<file path="src/rtl/addr_gen_pkg.sv">
// Shared definitions for the modulo and bit-reversed address generators.
// Assumes one 125 MHz core clock and a 32-bit Avalon-MM register port.
package addr_gen_pkg;

   // Register byte offsets on the Avalon-MM port
   localparam logic [4:0] OFF_MODE_CTL = 5'h00;
   localparam logic [4:0] OFF_X_START = 5'h04;
   localparam logic [4:0] OFF_X_END = 5'h08;
   localparam logic [4:0] OFF_Y_START = 5'h0C;
   localparam logic [4:0] OFF_Y_END = 5'h10;
   localparam logic [4:0] OFF_BREV_CTL = 5'h14;
   localparam logic [4:0] OFF_STATUS = 5'h18;

   // Mode control fields
   localparam int X_SEL_LSB = 0;
   localparam int Y_SEL_LSB = 4;
   localparam int B_SEL_LSB = 8;
   localparam int Y_EN_BIT = 14;
   localparam int X_EN_BIT = 15;
   // Writable bits of mode control; bits 13:12 are reserved and read zero
   localparam logic [15:0] MODE_CTL_MASK = 16'hCFFF;

   // Bit-reverse control fields
   localparam int BREV_EN_BIT = 15;
   localparam int PIVOT_W = 15;

   // Pointer select value that means "no pointer"
   localparam logic [3:0] SEL_NONE = 4'hF;

   // Reset values
   localparam logic [15:0] MODE_CTL_RST = 16'h0FFF;
   localparam logic [15:0] BOUND_RST = 16'h0000;
   localparam logic [15:0] BREV_CTL_RST = 16'h0000;

   // Generator indices
   localparam int GEN_XR = 0;
   localparam int GEN_XW = 1;
   localparam int GEN_Y = 2;
   localparam int NUM_GEN = 3;

   // Addressing modes of one effective-address calculation
   typedef enum logic [1:0] {
      AM_INDIRECT = 2'b00,
      AM_POST_MOD = 2'b01,
      AM_PRE_MOD = 2'b10,
      AM_OFFSET = 2'b11
   } addr_mode_t;

   // Request from instruction decode to one generator
   typedef struct packed {
      logic valid;
      logic [3:0] ptr_sel;
      logic [15:0] ptr;
      logic [15:0] modifier;
      addr_mode_t mode;
      logic byte_acc;
   } agen_req_t;

   // Answer of one generator, one cycle after the request
   typedef struct packed {
      logic valid;
      logic [15:0] ea;
      logic wb_en;
      logic [15:0] wb_val;
      logic wrapped;
      logic bitrev;
   } agen_rsp_t;

endpackage

</file>
<file path="src/rtl/modulo_bitrev_address_gen.sv">
// Modulo (circular buffer) and bit-reversed correction for the X read,
// X write and Y address generators, with an Avalon-MM register port.
// Assumes decode presents the selected W pointer, modifier and mode,
// and that all inputs are synchronous to clk.
//
// Notes on behaviour
// RULE1: One circular buffer in X space, one in Y; X also covers program space.
// RULE2: Modulo correction applies to any selected W pointer, any address calculation.
// RULE3: Software should not use frame or stack pointer as circular pointers.
// RULE4: Separate 16-bit start and end registers per space, software loaded.
// RULE5: Y modulo addresses treat data as words; address bit 0 cleared.
// RULE6: Length follows from end minus start; no length register; up to 32K words.
// RULE7: X select in mode control bits 3:0; 15 disables both X generators.
// RULE8: X modulo active when X select is not 15 and bit 15 set.
// RULE9: Y select bits 7:4; active when not 15 and bit 14 set.
// RULE10: Incrementing buffers check upper bound, decrementing buffers lower bound.
// RULE11: Checks catch addresses past a bound, so overshooting steps still wrap.
// RULE12: Power-of-two buffers check both bounds, usable in either direction.
// RULE13: Write back wrapped pointer only for pre/post modify; offset mode leaves it.
// RULE14: Bit reversal only in X generator and only for data writes.
// RULE15: Only the modifier is bit-reversed; source and destination stay normal.
// RULE16: Bit reversal needs select not 15, enable bit 15, pre/post increment.
// RULE17: Software aligns a 2^N byte bit-reversed buffer start to N zero bits.
// RULE18: 15-bit pivot counts words, scaled to bytes; address bit 0 cleared.
// RULE19: Active reversal adds pivot, ignores offset; byte or other modes stay normal.
// RULE20: Both enabled: reversal wins, modulo off in X write, on in X read.
// RULE21: Software avoids indirect read right after writing bit-reverse control.
// RULE22: Reversal reverses index bit order: 1 to 8, 2 to 4, 3 to 12.
//
// Design decisions made here: the address map and register access over Avalon-MM.
`timescale 1ns/1ps

module modulo_bitrev_address_gen
   import addr_gen_pkg::*;
(
   input wire logic clk, // Core clock, 125 MHz
   input wire logic rst, // Synchronous reset, active high
   input wire logic [4:0] address, // Avalon byte address
   input wire logic read, // Avalon read request
   input wire logic write, // Avalon write request
   input wire logic [3:0] byteenable, // Avalon byte lanes
   input wire logic [31:0] writedata, // Avalon write data
   output logic [31:0] readdata, // Avalon read data, registered
   output logic waitrequest, // Avalon stall
   input wire agen_req_t xr_req, // X read generator request
   input wire agen_req_t xw_req, // X write generator request
   input wire agen_req_t y_req, // Y generator request
   output agen_rsp_t xr_rsp, // X read generator answer
   output agen_rsp_t xw_rsp, // X write generator answer
   output agen_rsp_t y_rsp // Y generator answer
);

   // Reverse the order of a 15-bit word index
   function automatic logic [14:0] rev15(input logic [14:0] v);
      logic [14:0] r;
      r = 15'h0000;
      for (int i = 0; i < 15; i++) begin
         r[i] = v[14 - i];
      end
      return r;
   endfunction

   // Merge the two low byte lanes of a write into a 16-bit register
   function automatic logic [15:0] merge16(input logic [15:0] old, input logic [31:0] wd,
                                           input logic [3:0] be);
      logic [15:0] m;
      m = old;
      if (be[0]) begin
         m[7:0] = wd[7:0];
      end
      if (be[1]) begin
         m[15:8] = wd[15:8];
      end
      return m;
   endfunction

   // Pre- or post-modify: the only modes that may update the pointer
   function automatic logic is_modify(input addr_mode_t m);
      return (m == AM_PRE_MOD) | (m == AM_POST_MOD);
   endfunction

   // Register word select; the two low address bits are ignored
   function automatic logic word_hit(input logic [4:0] a, input logic [4:0] off);
      return a[4:2] == off[4:2];
   endfunction

   // Software-visible registers
   logic [15:0] mode_ctl_reg;
   logic [15:0] x_start_reg;
   logic [15:0] x_end_reg;
   logic [15:0] y_start_reg;
   logic [15:0] y_end_reg;
   logic [15:0] brev_ctl_reg;
   logic [15:0] status_reg;
   logic [15:0] status_next;
   logic ack_reg;
   logic [31:0] rdata_reg;

   // Bus handshake: every access waits exactly one cycle
   wire req_any = read | write;
   wire bus_take = req_any & ack_reg;
   wire wr_take = write & ack_reg;
   assign waitrequest = req_any & ~ack_reg;
   assign readdata = rdata_reg;

   // Write strobes per register
   wire wr_mode = wr_take & word_hit(address, OFF_MODE_CTL);
   wire wr_xs = wr_take & word_hit(address, OFF_X_START);
   wire wr_xe = wr_take & word_hit(address, OFF_X_END);
   wire wr_ys = wr_take & word_hit(address, OFF_Y_START);
   wire wr_ye = wr_take & word_hit(address, OFF_Y_END);
   wire wr_brev = wr_take & word_hit(address, OFF_BREV_CTL);

   // Read mux; unmapped words read zero
   logic [15:0] rd_mux;
   always_comb begin
      case (address[4:2])
         OFF_MODE_CTL[4:2]: rd_mux = mode_ctl_reg;
         OFF_X_START[4:2]: rd_mux = x_start_reg;
         OFF_X_END[4:2]: rd_mux = x_end_reg;
         OFF_Y_START[4:2]: rd_mux = y_start_reg;
         OFF_Y_END[4:2]: rd_mux = y_end_reg;
         OFF_BREV_CTL[4:2]: rd_mux = brev_ctl_reg;
         OFF_STATUS[4:2]: rd_mux = status_reg;
         default: rd_mux = 16'h0000;
      endcase
   end

   // Acknowledge one cycle after a request appears, then drop
   // Dropping it on the taken edge keeps a held request from being taken twice
   always_ff @(posedge clk) begin
      if (rst) begin
         ack_reg <= 1'b0;
      end else begin
         ack_reg <= req_any & ~ack_reg & ~bus_take;
      end
   end

   // Read data captured while the slave stalls, stands in the ack cycle
   // Registered capture keeps the read mux out of the readdata output path
   always_ff @(posedge clk) begin
      if (rst) begin
         rdata_reg <= 32'h00000000;
      end else if (read & ~ack_reg) begin
         rdata_reg <= {16'h0000, rd_mux};
      end
   end

   // Bound registers, one pair per space
   always_ff @(posedge clk) begin
      if (rst) begin
         x_start_reg <= BOUND_RST;
         x_end_reg <= BOUND_RST;
         y_start_reg <= BOUND_RST;
         y_end_reg <= BOUND_RST;
      end else begin
         if (wr_xs) x_start_reg <= merge16(x_start_reg, writedata, byteenable); // RULE4
         if (wr_xe) x_end_reg <= merge16(x_end_reg, writedata, byteenable); // RULE4
         if (wr_ys) y_start_reg <= merge16(y_start_reg, writedata, byteenable); // RULE4
         if (wr_ye) y_end_reg <= merge16(y_end_reg, writedata, byteenable); // RULE4
      end
   end

   // Control registers; reserved mode bits are held at zero
   always_ff @(posedge clk) begin
      if (rst) begin
         mode_ctl_reg <= MODE_CTL_RST;
         brev_ctl_reg <= BREV_CTL_RST;
      end else begin
         if (wr_mode) mode_ctl_reg <= merge16(mode_ctl_reg, writedata, byteenable) & MODE_CTL_MASK;
         if (wr_brev) brev_ctl_reg <= merge16(brev_ctl_reg, writedata, byteenable);
      end
   end

   // Decoded configuration fields
   wire [3:0] x_sel = mode_ctl_reg[X_SEL_LSB +: 4]; // RULE7
   wire [3:0] y_sel = mode_ctl_reg[Y_SEL_LSB +: 4]; // RULE9
   wire [3:0] b_sel = mode_ctl_reg[B_SEL_LSB +: 4];
   wire x_circ_cfg = (x_sel != SEL_NONE) & mode_ctl_reg[X_EN_BIT]; // RULE8
   wire y_circ_cfg = (y_sel != SEL_NONE) & mode_ctl_reg[Y_EN_BIT]; // RULE9
   wire brev_cfg = (b_sel != SEL_NONE) & brev_ctl_reg[BREV_EN_BIT]; // RULE16
   wire [14:0] pivot = brev_ctl_reg[PIVOT_W-1:0]; // RULE18

   // Pointer matches of each generator against the select fields
   wire xr_x_hit = (xr_req.ptr_sel == x_sel); // RULE2
   wire xw_x_hit = (xw_req.ptr_sel == x_sel); // RULE2
   wire xw_b_hit = (xw_req.ptr_sel == b_sel); // RULE16
   wire y_y_hit = (y_req.ptr_sel == y_sel); // RULE2

   // Per-generator views; both X generators share the one X buffer,
   // which also serves program-space pointers
   agen_req_t req_a [NUM_GEN];
   agen_rsp_t rsp_a [NUM_GEN];
   logic [15:0] start_a [NUM_GEN];
   logic [15:0] end_a [NUM_GEN];
   logic circ_a [NUM_GEN];
   logic brev_a [NUM_GEN];
   logic even_a [NUM_GEN];

   assign req_a[GEN_XR] = xr_req;
   assign req_a[GEN_XW] = xw_req;
   assign req_a[GEN_Y] = y_req;
   assign start_a[GEN_XR] = x_start_reg; // RULE1
   assign start_a[GEN_XW] = x_start_reg; // RULE1
   assign start_a[GEN_Y] = y_start_reg; // RULE1
   assign end_a[GEN_XR] = x_end_reg;
   assign end_a[GEN_XW] = x_end_reg;
   assign end_a[GEN_Y] = y_end_reg;

   // Bit reversal: X write only, word data, pre/post increment by a positive step
   wire xw_inc_mode = is_modify(xw_req.mode);
   wire xw_inc_step = ~xw_req.modifier[15] & (xw_req.modifier != 16'h0000);
   assign brev_a[GEN_XR] = 1'b0; // RULE14
   assign brev_a[GEN_Y] = 1'b0; // RULE14
   assign brev_a[GEN_XW] = brev_cfg & xw_b_hit & xw_inc_mode
                           & xw_inc_step & ~xw_req.byte_acc; // RULE16 RULE19

   // Modulo enables; reversal takes X write away from modulo, X read keeps it
   assign circ_a[GEN_XR] = x_circ_cfg & xr_x_hit; // RULE2 RULE20
   assign circ_a[GEN_XW] = x_circ_cfg & xw_x_hit
                           & ~brev_a[GEN_XW]; // RULE20
   assign circ_a[GEN_Y] = y_circ_cfg & y_y_hit; // RULE2

   // Y modulo treats every access as word data
   assign even_a[GEN_XR] = 1'b0;
   assign even_a[GEN_XW] = 1'b0;
   assign even_a[GEN_Y] = circ_a[GEN_Y]; // RULE5

   // One correction datapath per generator
   for (genvar g = 0; g < NUM_GEN; g++) begin : gen_path
      logic signed [17:0] ptr_s;
      logic signed [17:0] mod_s;
      logic signed [17:0] sum_s;
      logic signed [17:0] lo_s;
      logic signed [17:0] hi_s;
      logic [17:0] len;
      logic pow2;
      logic incr;
      logic hi_wrap;
      logic lo_wrap;
      logic [17:0] corr_s;
      logic [15:0] mod_addr;
      logic [14:0] brev_idx;
      logic [15:0] brev_addr;
      logic [15:0] new_ptr;
      logic use_new;
      logic brev_pre;
      logic [15:0] ea;
      logic wb_en;
      agen_rsp_t rsp_reg;

      // Widened operands so a step past 0 or 0xFFFF is still seen
      assign ptr_s = $signed({2'b00, req_a[g].ptr});
      assign mod_s = $signed({{2{req_a[g].modifier[15]}}, req_a[g].modifier});
      assign sum_s = ptr_s + mod_s;
      assign lo_s = $signed({2'b00, start_a[g]});
      assign hi_s = $signed({2'b00, end_a[g]});

      // Buffer length in bytes, implied by the two bounds
      // Kept wider than 16 bits so a 64 Kbyte buffer does not fold to zero
      assign len = {2'b00, end_a[g]} - {2'b00, start_a[g]} + 18'h00001; // RULE6
      assign pow2 = ((len & (len - 18'h00001)) == 18'h00000);
      assign incr = ~req_a[g].modifier[15];

      // Range checks catch overshoot, not just equality
      // Other lengths check one bound only, so such a buffer must be walked
      // in the one direction that its modifier sign gives
      assign hi_wrap = circ_a[g] & (incr | pow2) & (sum_s > hi_s); // RULE10 RULE11 RULE12
      assign lo_wrap = circ_a[g] & (~incr | pow2) & (sum_s < lo_s); // RULE10 RULE11 RULE12
      assign corr_s = hi_wrap ? 18'(sum_s - $signed(len))
                    : lo_wrap ? 18'(sum_s + $signed(len)) : 18'(sum_s); // RULE11
      assign mod_addr = even_a[g] ? {corr_s[15:1], 1'b0} : corr_s[15:0]; // RULE5

      // Reverse-carry add: the pointer word index and the pivot are both taken in reversed order
      // Carries run toward bit 0; a carry out of bit 0 is dropped on purpose
      assign brev_idx = rev15(15'(rev15(req_a[g].ptr[15:1]) + rev15(pivot))); // RULE15 RULE22
      assign brev_addr = {brev_idx, 1'b0}; // RULE18 RULE19

      // Next pointer and which modes place it on the bus
      assign new_ptr = brev_a[g] ? brev_addr : mod_addr;
      assign use_new = (req_a[g].mode == AM_PRE_MOD) | (req_a[g].mode == AM_OFFSET);
      assign wb_en = is_modify(req_a[g].mode); // RULE13

      // Pre-increment reversal puts the reversed pointer itself on the bus
      assign brev_pre = brev_a[g] & (req_a[g].mode == AM_PRE_MOD); // RULE19

      // Effective address; word-only paths clear bit 0 of the plain pointer too
      always_comb begin
         if (use_new | brev_pre) begin
            ea = new_ptr; // RULE13
         end else if (brev_a[g] | even_a[g]) begin
            ea = {req_a[g].ptr[15:1], 1'b0}; // RULE18 RULE5
         end else begin
            ea = req_a[g].ptr;
         end
      end

      // Answer registered one cycle after the request
      always_ff @(posedge clk) begin
         if (rst) begin
            rsp_reg <= '0;
         end else begin
            rsp_reg.valid <= req_a[g].valid;
            rsp_reg.ea <= ea;
            rsp_reg.wb_en <= req_a[g].valid & wb_en; // RULE13
            rsp_reg.wb_val <= wb_en ? new_ptr : req_a[g].ptr;
            rsp_reg.wrapped <= req_a[g].valid & (hi_wrap | lo_wrap);
            rsp_reg.bitrev <= req_a[g].valid & brev_a[g]; // RULE14
         end
      end

      assign rsp_a[g] = rsp_reg;
   end

   assign xr_rsp = rsp_a[GEN_XR];
   assign xw_rsp = rsp_a[GEN_XW];
   assign y_rsp = rsp_a[GEN_Y];

   // Status: live config flags plus flags of the last answered request
   // Only valid answers update the flags, so idle cycles keep the last result
   always_comb begin
      status_next = status_reg;
      status_next[0] = x_circ_cfg;
      status_next[1] = y_circ_cfg;
      status_next[2] = brev_cfg;
      for (int i = 0; i < NUM_GEN; i++) begin
         if (rsp_a[i].valid) begin
            status_next[4 + i] = rsp_a[i].wrapped;
         end
      end
      if (rsp_a[GEN_XW].valid) begin
         status_next[7] = rsp_a[GEN_XW].bitrev;
      end
      status_next[15:8] = 8'h00;
      status_next[3] = 1'b0;
   end

   // Status is read-only; writes to it are ignored
   always_ff @(posedge clk) begin
      if (rst) begin
         status_reg <= 16'h0000;
      end else begin
         status_reg <= status_next;
      end
   end

endmodule

</file>
<file path="config.mk">
export PLATFORM = sky130hd
export DESIGN_NAME = modulo_bitrev_address_gen
export DESIGN_NICKNAME = d
export VERILOG_FILES = /design/src/rtl/addr_gen_pkg.sv /design/src/rtl/modulo_bitrev_address_gen.sv
export SDC_FILE = /design/constraint.sdc
export NUM_CORES = 1
export LEC_CHECK = 0
export ABC_AREA = 1
export BUFFER_PORTS_ARGS = -buffer_cell sky130_fd_sc_hd__buf_2
export CORE_MARGIN = 3
export CORE_UTILIZATION = 50
export DETAILED_ROUTE_END_ITERATION = 7
export HOLD_SLACK_MARGIN = 0.12
export PLACE_DENSITY = 0.71
export SLEW_MARGIN = 20
export SYNTH_ARGS = -nofsm -noshare
export SYNTH_HDL_FRONTEND = slang
export SYNTH_SLANG_ARGS = --single-unit
</file>
<file path="constraint.sdc">
create_clock -name clk -period 11.9 [get_ports clk]
set_input_delay 0.595 -clock clk [delete_from_list [all_inputs] [get_ports clk]]
set_output_delay 0.595 -clock clk [all_outputs]
set_load 0.01 [all_outputs]
</file>
Word-level counts from Yosys, hierarchy flattened
Index checks and enable logic that the tools add are counted.
Widths: inputs -> output; s select.
{ "word_totals": {"reg_bits": 233, "output_inout_bits": 141, "wordCells": 181} }
{ "classes": {"bitwise_logic": 69, "n_lt_le_gt_ge": 6, "add_sub_neg": 16, "muxes": 17, "reduce_logical": 16, "eq_ne": 22} }
{ "ops": {"columns": ["operator", "n"], "rows": [
  ["$mux 16", 13],
  ["$pmux 16 s7", 1],
  ["$add 17x16->18", 3],
  ["$gt 18x17->1", 3],
  ["$lt 18x17->1", 3],
  ["$add 16x16->16", 3],
  ["$sub 16x16->16", 3],
  ["$and 1x1->1", 43],
  ["$add 17x2->18 const B", 2],
  ["$and 18x18->18", 2],
  ["$logic_not 18->1", 2],
  ["$sub 18x1->18 const B", 2],
  ["$sub 16x16->17", 2],
  ["$reduce_and 2->1", 12],
  ["$or 1x1->1", 17],
  ["$eq 4x4->1", 4],
  ["$reduce_bool 16->1", 1],
  ["$add 15x15->15", 1],
  ["$eq 2x2->1 const B", 6],
  ["$ne 4x4->1 const B", 3],
  ["$eq 3x3->1 const B", 3],
  ["$not 1->1", 7],
  ["$eq 2x1->1 const B", 3],
  ["$eq 3x2->1 const B", 2],
  ["other kinds (3)", 5]
]} }

Logic depth before layout (Yosys ltp)
{ "logic_depth": {"ltp_word": 14, "depth_mapped": 33, "ltp_nobuf": 32} }

Worst setup path before layout
No wires, ideal clock.
{ "synth_path": {"path_kind": "input -> register", "from": "in xw_req[3] in the netlist's numbering", "to": "reg gen_path[1].rsp_reg, in the netlist xw_rsp[13]", "setup_ps": 128, "path_slack_ps": 7484, "path_stages": 28, "n_path_buf": 1, "t_arrival_ps": 4288, "cell_sequence": "ha_1 -> fa_1 -> nand3_1 -> nand2_1 -> nand2_1 -> nand2_1 -> a21oi_1 -> o21ai_0 -> a211oi_1 -> nor2_1 -> a21boi_0 -> xnor2_1 -> ha_1 -> nand2_1 -> nor2_1 -> a211oi_1 -> o21ai_0 -> nand3_1 -> nand3b_1 -> o21ai_0 -> nand2_1 -> clkinv_1 -> clkbuf_1 -> nand3_1 -> nand3_1 -> nand3_1 -> nand2_1 -> a21oi_1"} }
{ "synth_between": {"elab_chain_cells": 12} }
{ "synth_lines": {"columns": ["element", "line_no", "rtl"], "rows": [
  ["start, declared", "modulo_bitrev_address_gen.sv:46", "input wire agen_req_t xw_req,"],
  ["parallel branches: the longest is 10 deep, another holds $add 17x16->18", null, null],
  ["$mux 16 (*)", "modulo_bitrev_address_gen.sv:280", "assign new_ptr = brev_a[g] ? brev_addr : mod_addr;"],
  ["$mux 16 (*)", "modulo_bitrev_address_gen.sv:306", "rsp_reg.wb_val <= wb_en ? new_ptr : req_a[g].ptr;"],
  ["end, declared", "modulo_bitrev_address_gen.sv:250", "agen_rsp_t rsp_reg;"]
]} }
Mark *: on every way between the ends.
A chain may end at the register's enable or synchronous reset.

Final worst setup path
{ "layout_path": {"from": "reg y_start_reg[0]", "to": "reg gen_path[2].rsp_reg, in the netlist y_rsp[33]"} }
{ "layout_between": {"elab_chain_cells": 11} }
{ "layout_lines": {"columns": ["element", "line_no", "rtl"], "rows": [
  ["start, declared", "modulo_bitrev_address_gen.sv:91", "logic [15:0] y_start_reg;"],
  ["start signal, assigned", "modulo_bitrev_address_gen.sv:159", "if (wr_ys) y_start_reg <= merge16(y_start_reg, writedata, byteenable);"],
  ["$sub 16x16->17", "modulo_bitrev_address_gen.sv:261", "assign len = {2'b00, end_a[g]} - {2'b00, start_a[g]} + 18'h00001;"],
  ["$add 17x2->18", "modulo_bitrev_address_gen.sv:261", null],
  ["$sub 18x1->18", "modulo_bitrev_address_gen.sv:262", "assign pow2 = ((len & (len - 18'h00001)) == 18'h00000);"],
  ["$and 18x18->18", "modulo_bitrev_address_gen.sv:262", null],
  ["$logic_not 18->1", "modulo_bitrev_address_gen.sv:262", null],
  ["$or 1x1->1", "modulo_bitrev_address_gen.sv:269", "assign lo_wrap = circ_a[g] & (~incr | pow2) & (sum_s < lo_s);"],
  ["$and 1x1->1 (2 in a row)", "modulo_bitrev_address_gen.sv:269", null],
  ["$mux 16", "modulo_bitrev_address_gen.sv:271", ": lo_wrap ? 18'(sum_s + $signed(len)) : 18'(sum_s);"],
  ["$mux 16 (*)", "modulo_bitrev_address_gen.sv:270", "assign corr_s = hi_wrap ? 18'(sum_s - $signed(len))"],
  ["$mux 16 (*)", "modulo_bitrev_address_gen.sv:289", "if (use_new | brev_pre) begin"],
  ["end, declared", "modulo_bitrev_address_gen.sv:250", null]
]} }
Mark *: on every way between the ends. The rest lies on a longest branch, timed or not.

==> reports/results.md <==
Worst setup path
- Cell Chain, Critical Path: ha_1, fa_1, inv_1, nand3_1, nor2_4, nand3_1, nand2_1, inv_1, ha_1, o31ai_1, a21boi_0, o31ai_1, a21boi_0, o21ai_0, a21oi_1, o21ai_0, xor2_1, inv_1, nand3_1, nand3_1, nand3_1, nand2_1, inv_1
- most frequent CP cell: sky130_fd_sc_hd__nand3_1
- biggest fanout along the worst timing path: 7
- slowest stage cell, crit path: sky130_fd_sc_hd__dfxtp_1
- crit-path max cell delay: 0.48 ns
- endpoint required time on the critical path: 12.44 ns
- kind of start point of the critical path: flip-flop
- Data arrival, critical path: 5.80 ns
- kind of critical path: reg -> reg
- kind of end point of the critical path: flip-flop

Timing
- total negative setup slack: 0 ns
- number of pins with negative max-slew slack in the final report: 0
- timing-limited maximum frequency: 190.1 MHz
- final critical delay including setup and external delays: 5.260 ns
- number of endpoints failing setup at the final stage: 0
- actual slew at the worst max-slew pin: 1.126 ns
- hold violation total from the final report: 0
- fraction of the cycle the final worst path needs: 44.20%
- clock skew after layout: 0.04356 ns
- worst setup slack after layout: 6.640 ns
- RSZ-0062 raised after global routing: false
- relative slew slack: 24.54%
- final-layout worst hold slack: 0.2612 ns

Global routing
- number of antenna violations at the first check in global routing: 6
- wire length of the first global-routing pass: 118600 um
- maximum number of pins on one net before global-route repair: 108
- gr ovfl total: 0
- via count of the first global-routing pass: 21.59k
- combined global-route utilization of all metal layers: 31.25%

Die
- I/O pin count: 306
- number of placement rows: 77
- vertical extent of the die: 218.2 um
- floorplan die width: 218.2 um
- area enclosed by the die boundary: 47610 um^2
- standard cell core area: 44320 um^2
- effective utilization at floorplan: 50.80%

Detailed routing
- overall routed net length: 76750 um
- Starting DRT DRC Count: 2085
- detailed-router iteration count before antenna repair: 6
- per-cell routed wire length: 17.91 um
- residual antenna-violating net count after detailed routing: 0
- DR vias: 23.67k
- number of remaining DRC errors: 0
- via density per instance: 5.523

Clock tree
- total clock buffers created by CTS: 26
- clock slew seen by the registers of the worst setup and hold paths: 0.06 ns
- clock latency reported for the late side of the worst-skew pair: 0.59 ns
- number of buffers on the longest clock path: 3
- TritonCTS clock tree: done
- H-Tree Depth: 1
- post-cts sizing count: 0
- Post-CTS Hold Fix Bufs: 0
- post-CTS setup buffer count: 0
- root buffer selected by CTS: sky130_fd_sc_hd__clkbuf_16
- Sinks on Clock Net: 224

Synthesis
- leading post-synthesis cells by cell area: sky130_fd_sc_hd__dfxtp_1 20%, sky130_fd_sc_hd__ha_1 16%, sky130_fd_sc_hd__nand2_1 12%, sky130_fd_sc_hd__inv_1 8.8%, sky130_fd_sc_hd__a21oi_1 8.5%
- top-area cell type share of the netlist area: 19.92%
- distinct cell type count after synthesis: 63
- total of flip-flops plus latches after synthesis: 224
- mean instance size in the synthesized netlist: 6.505 um^2
- number of synthesis warnings: 0
- cell area after synthesis: 22510 um^2
- most used flip-flop cell after synthesis: sky130_fd_sc_hd__dfxtp_1
- area leader, netlist: sky130_fd_sc_hd__dfxtp_1
- synthesized netlist cell count: 3461
- count of flip-flops with a built-in enable after synthesis: 0
- ys async rst share: 0%
- portion of the post-synthesis area used by sequential elements: 19.92%

Worst hold path
- type of the most critical hold path: in -> reg

Final layout
- layout cell share with drive strength beyond 1: 11.44%
- area growth from synthesis to layout: 11.37%
- max reg flops: 36
- post-layout instance count excluding filler cells: 4286
- final instance area: 25070 um^2
- final core utilization: 56.57%
- Post-layout nets: 4140

Pwr
- maximum resistive drop on vdd: 106.3 uV
- total power: 3.029 mW
- reported leakage power: 13.34 nW
- areal power density over the cells: 120.8 nW/um^2

Place
- Post-Place Cell Area: 24200 um^2
- pre-CTS worst setup slack: 6.358 ns
- number of buffer cells added on primary ports: 265
- placer's final routability congestion estimate: 0.9855
- number of instances in the placed design: 4235
- Final HPWL DP: 62600 um

Flow run
- max capacitance violation total: 0

Run status
- run status: complete, no violations

## cell type report
| class | count | area [um^2] |
|---|---|---|
| clock buffer | 34 | 720.7 |
| fill | 4485 | 19250 |
| inverter | 545 | 2047 |
| timing repair buffer | 276 | 1411 |
| multi-input combinational | 2598 | 15510 |
| clock inverter | 13 | 142.6 |
| sequential | 224 | 4484 |
| antenna | 4 | 10.01 |
| tap | 592 | 740.7 |
## path summary, 6_finish.rpt
| path | from | to | slack (ns) | cells after the start |
|---|---|---|---|---|
| worst max register to register | y_start_reg[0] | y_rsp[33] | 6.64 | 23 |
| worst min-delay path | xr_req[39] | xr_rsp[35] | 0.26 | 3 |
| worst max-delay path | y_start_reg[0] | y_rsp[33] | 6.64 | 23 |
| worst min register to register | xr_rsp[1] | status_reg[4] | 0.44 | 2 |
## where the power goes
| group | total (mW) | leakage [nW] | internal [mW] | switching (mW) |
|---|---|---|---|---|
| Combinational | 1.40 | 11.1 | 0.486 | 0.913 |
| Clock | 0.822 | 0.422 | 0.472 | 0.350 |
| Sequential | 0.807 | 1.84 | 0.793 | 0.0146 |
| Total | 3.03 | 13.3 | 1.75 | 1.28 |
## metal layers
metal / vias to the layer above / global-route usage, % / share of wire [%]
li1: 11820 / - / -
met1: 10730 / 41.67 / 43
met2: 950 / 51.11 / 45
met3: 177 / 4.296 / 7.7
met4: 4 / 12.31 / 4.3
met5: - / 0 / 0.073
## worst max-delay path: cells and delay by family (launching register included)
| family | cells | cell delay [ns] |
|---|---|---|
| compound gates | 7 | 1.97 |
| xor+xnor | 1 | 0.19 |
| fa+ha+maj | 3 | 1.10 |
| buf+inv | 4 | 0.34 |
| flops | 1 | 0.48 |
| simple gates | 8 | 1.15 |
## placed cells by master, fill, tap and decap left out, types with 6 or more instances in the layout
cell | synthesis | layout
sky130_fd_sc_hd__xor2_1 | 124 | 124
sky130_fd_sc_hd__o22ai_1 | 22 | 22
sky130_fd_sc_hd__o21a_1 | 7 | 7
sky130_fd_sc_hd__fa_1 | 12 | 12
sky130_fd_sc_hd__o211ai_1 | 6 | 6
sky130_fd_sc_hd__nand4_1 | 49 | 49
sky130_fd_sc_hd__ha_1 | 292 | 292
sky130_fd_sc_hd__xnor2_1 | 21 | 21
sky130_fd_sc_hd__clkinv_2 | 1 | 6
sky130_fd_sc_hd__or2_2 | 14 | 14
sky130_fd_sc_hd__nor2_1 | 191 | 191
sky130_fd_sc_hd__inv_1 | 528 | 527
sky130_fd_sc_hd__a21o_1 | 8 | 8
sky130_fd_sc_hd__clkbuf_16 | 0 | 26
sky130_fd_sc_hd__o2111ai_1 | 7 | 7
sky130_fd_sc_hd__a221oi_1 | 13 | 13
sky130_fd_sc_hd__o221ai_1 | 9 | 9
sky130_fd_sc_hd__nand3_2 | 6 | 6
sky130_fd_sc_hd__buf_4 | 19 | 12
sky130_fd_sc_hd__nor4_1 | 13 | 13
sky130_fd_sc_hd__o21ai_0 | 183 | 183
sky130_fd_sc_hd__a211oi_1 | 6 | 6
sky130_fd_sc_hd__nor2_2 | 9 | 9
sky130_fd_sc_hd__nand2_2 | 34 | 34
sky130_fd_sc_hd__nor2_4 | 8 | 8
sky130_fd_sc_hd__inv_2 | 13 | 14
sky130_fd_sc_hd__dfxtp_1 | 224 | 224
sky130_fd_sc_hd__o31ai_1 | 11 | 11
sky130_fd_sc_hd__conb_1 | 1 | 18
sky130_fd_sc_hd__nor3_1 | 30 | 29
sky130_fd_sc_hd__nand2_1 | 732 | 732
sky130_fd_sc_hd__nand3_1 | 304 | 304
sky130_fd_sc_hd__nand3b_1 | 9 | 9
sky130_fd_sc_hd__a21oi_1 | 383 | 383
sky130_fd_sc_hd__buf_2 | 8 | 264
sky130_fd_sc_hd__o21bai_1 | 23 | 23
sky130_fd_sc_hd__a21boi_0 | 15 | 15
## cell families (layout without fill, tap and decap cells)
| kind of cell | after synthesis | in the layout | synth area share [%] |
|---|---|---|---|
| and+or+nand+nor | 1416 | 1416 | 27.94 |
| DFF | 224 | 224 | 19.92 |
| adders and majority gates | 304 | 304 | 17.30 |
| AOI/OAI and AO/OA | 713 | 713 | 17.57 |
| other | 1 | 22 | 0.01666 |
| buffers and inverters | 656 | 868 | 11.47 |
| xor gates and xnor gates | 147 | 147 | 5.786 |
## cell usage after synthesis (all sizes together), types with 4 or more instances
cell       n
o21a       7
or2       17
a21oi    384
ha       292
clkinv     4
fa        12
a21boi    16
nor4      14
inv      541
nand3b     9
o21bai    24
o22ai     22
a31oi      5
nand2    769
o21ai    187
nor3      31
clkbuf    75
o211ai     6
nand4     50
dfxtp    224
a211oi     6
buf       36
nand3    313
xnor2     21
o2111ai    7
nor2     209
o221ai     9
a221oi    13
xor2     126
o31ai     11
a21o       8
Note: power is estimated with default switching activity, not from simulation.
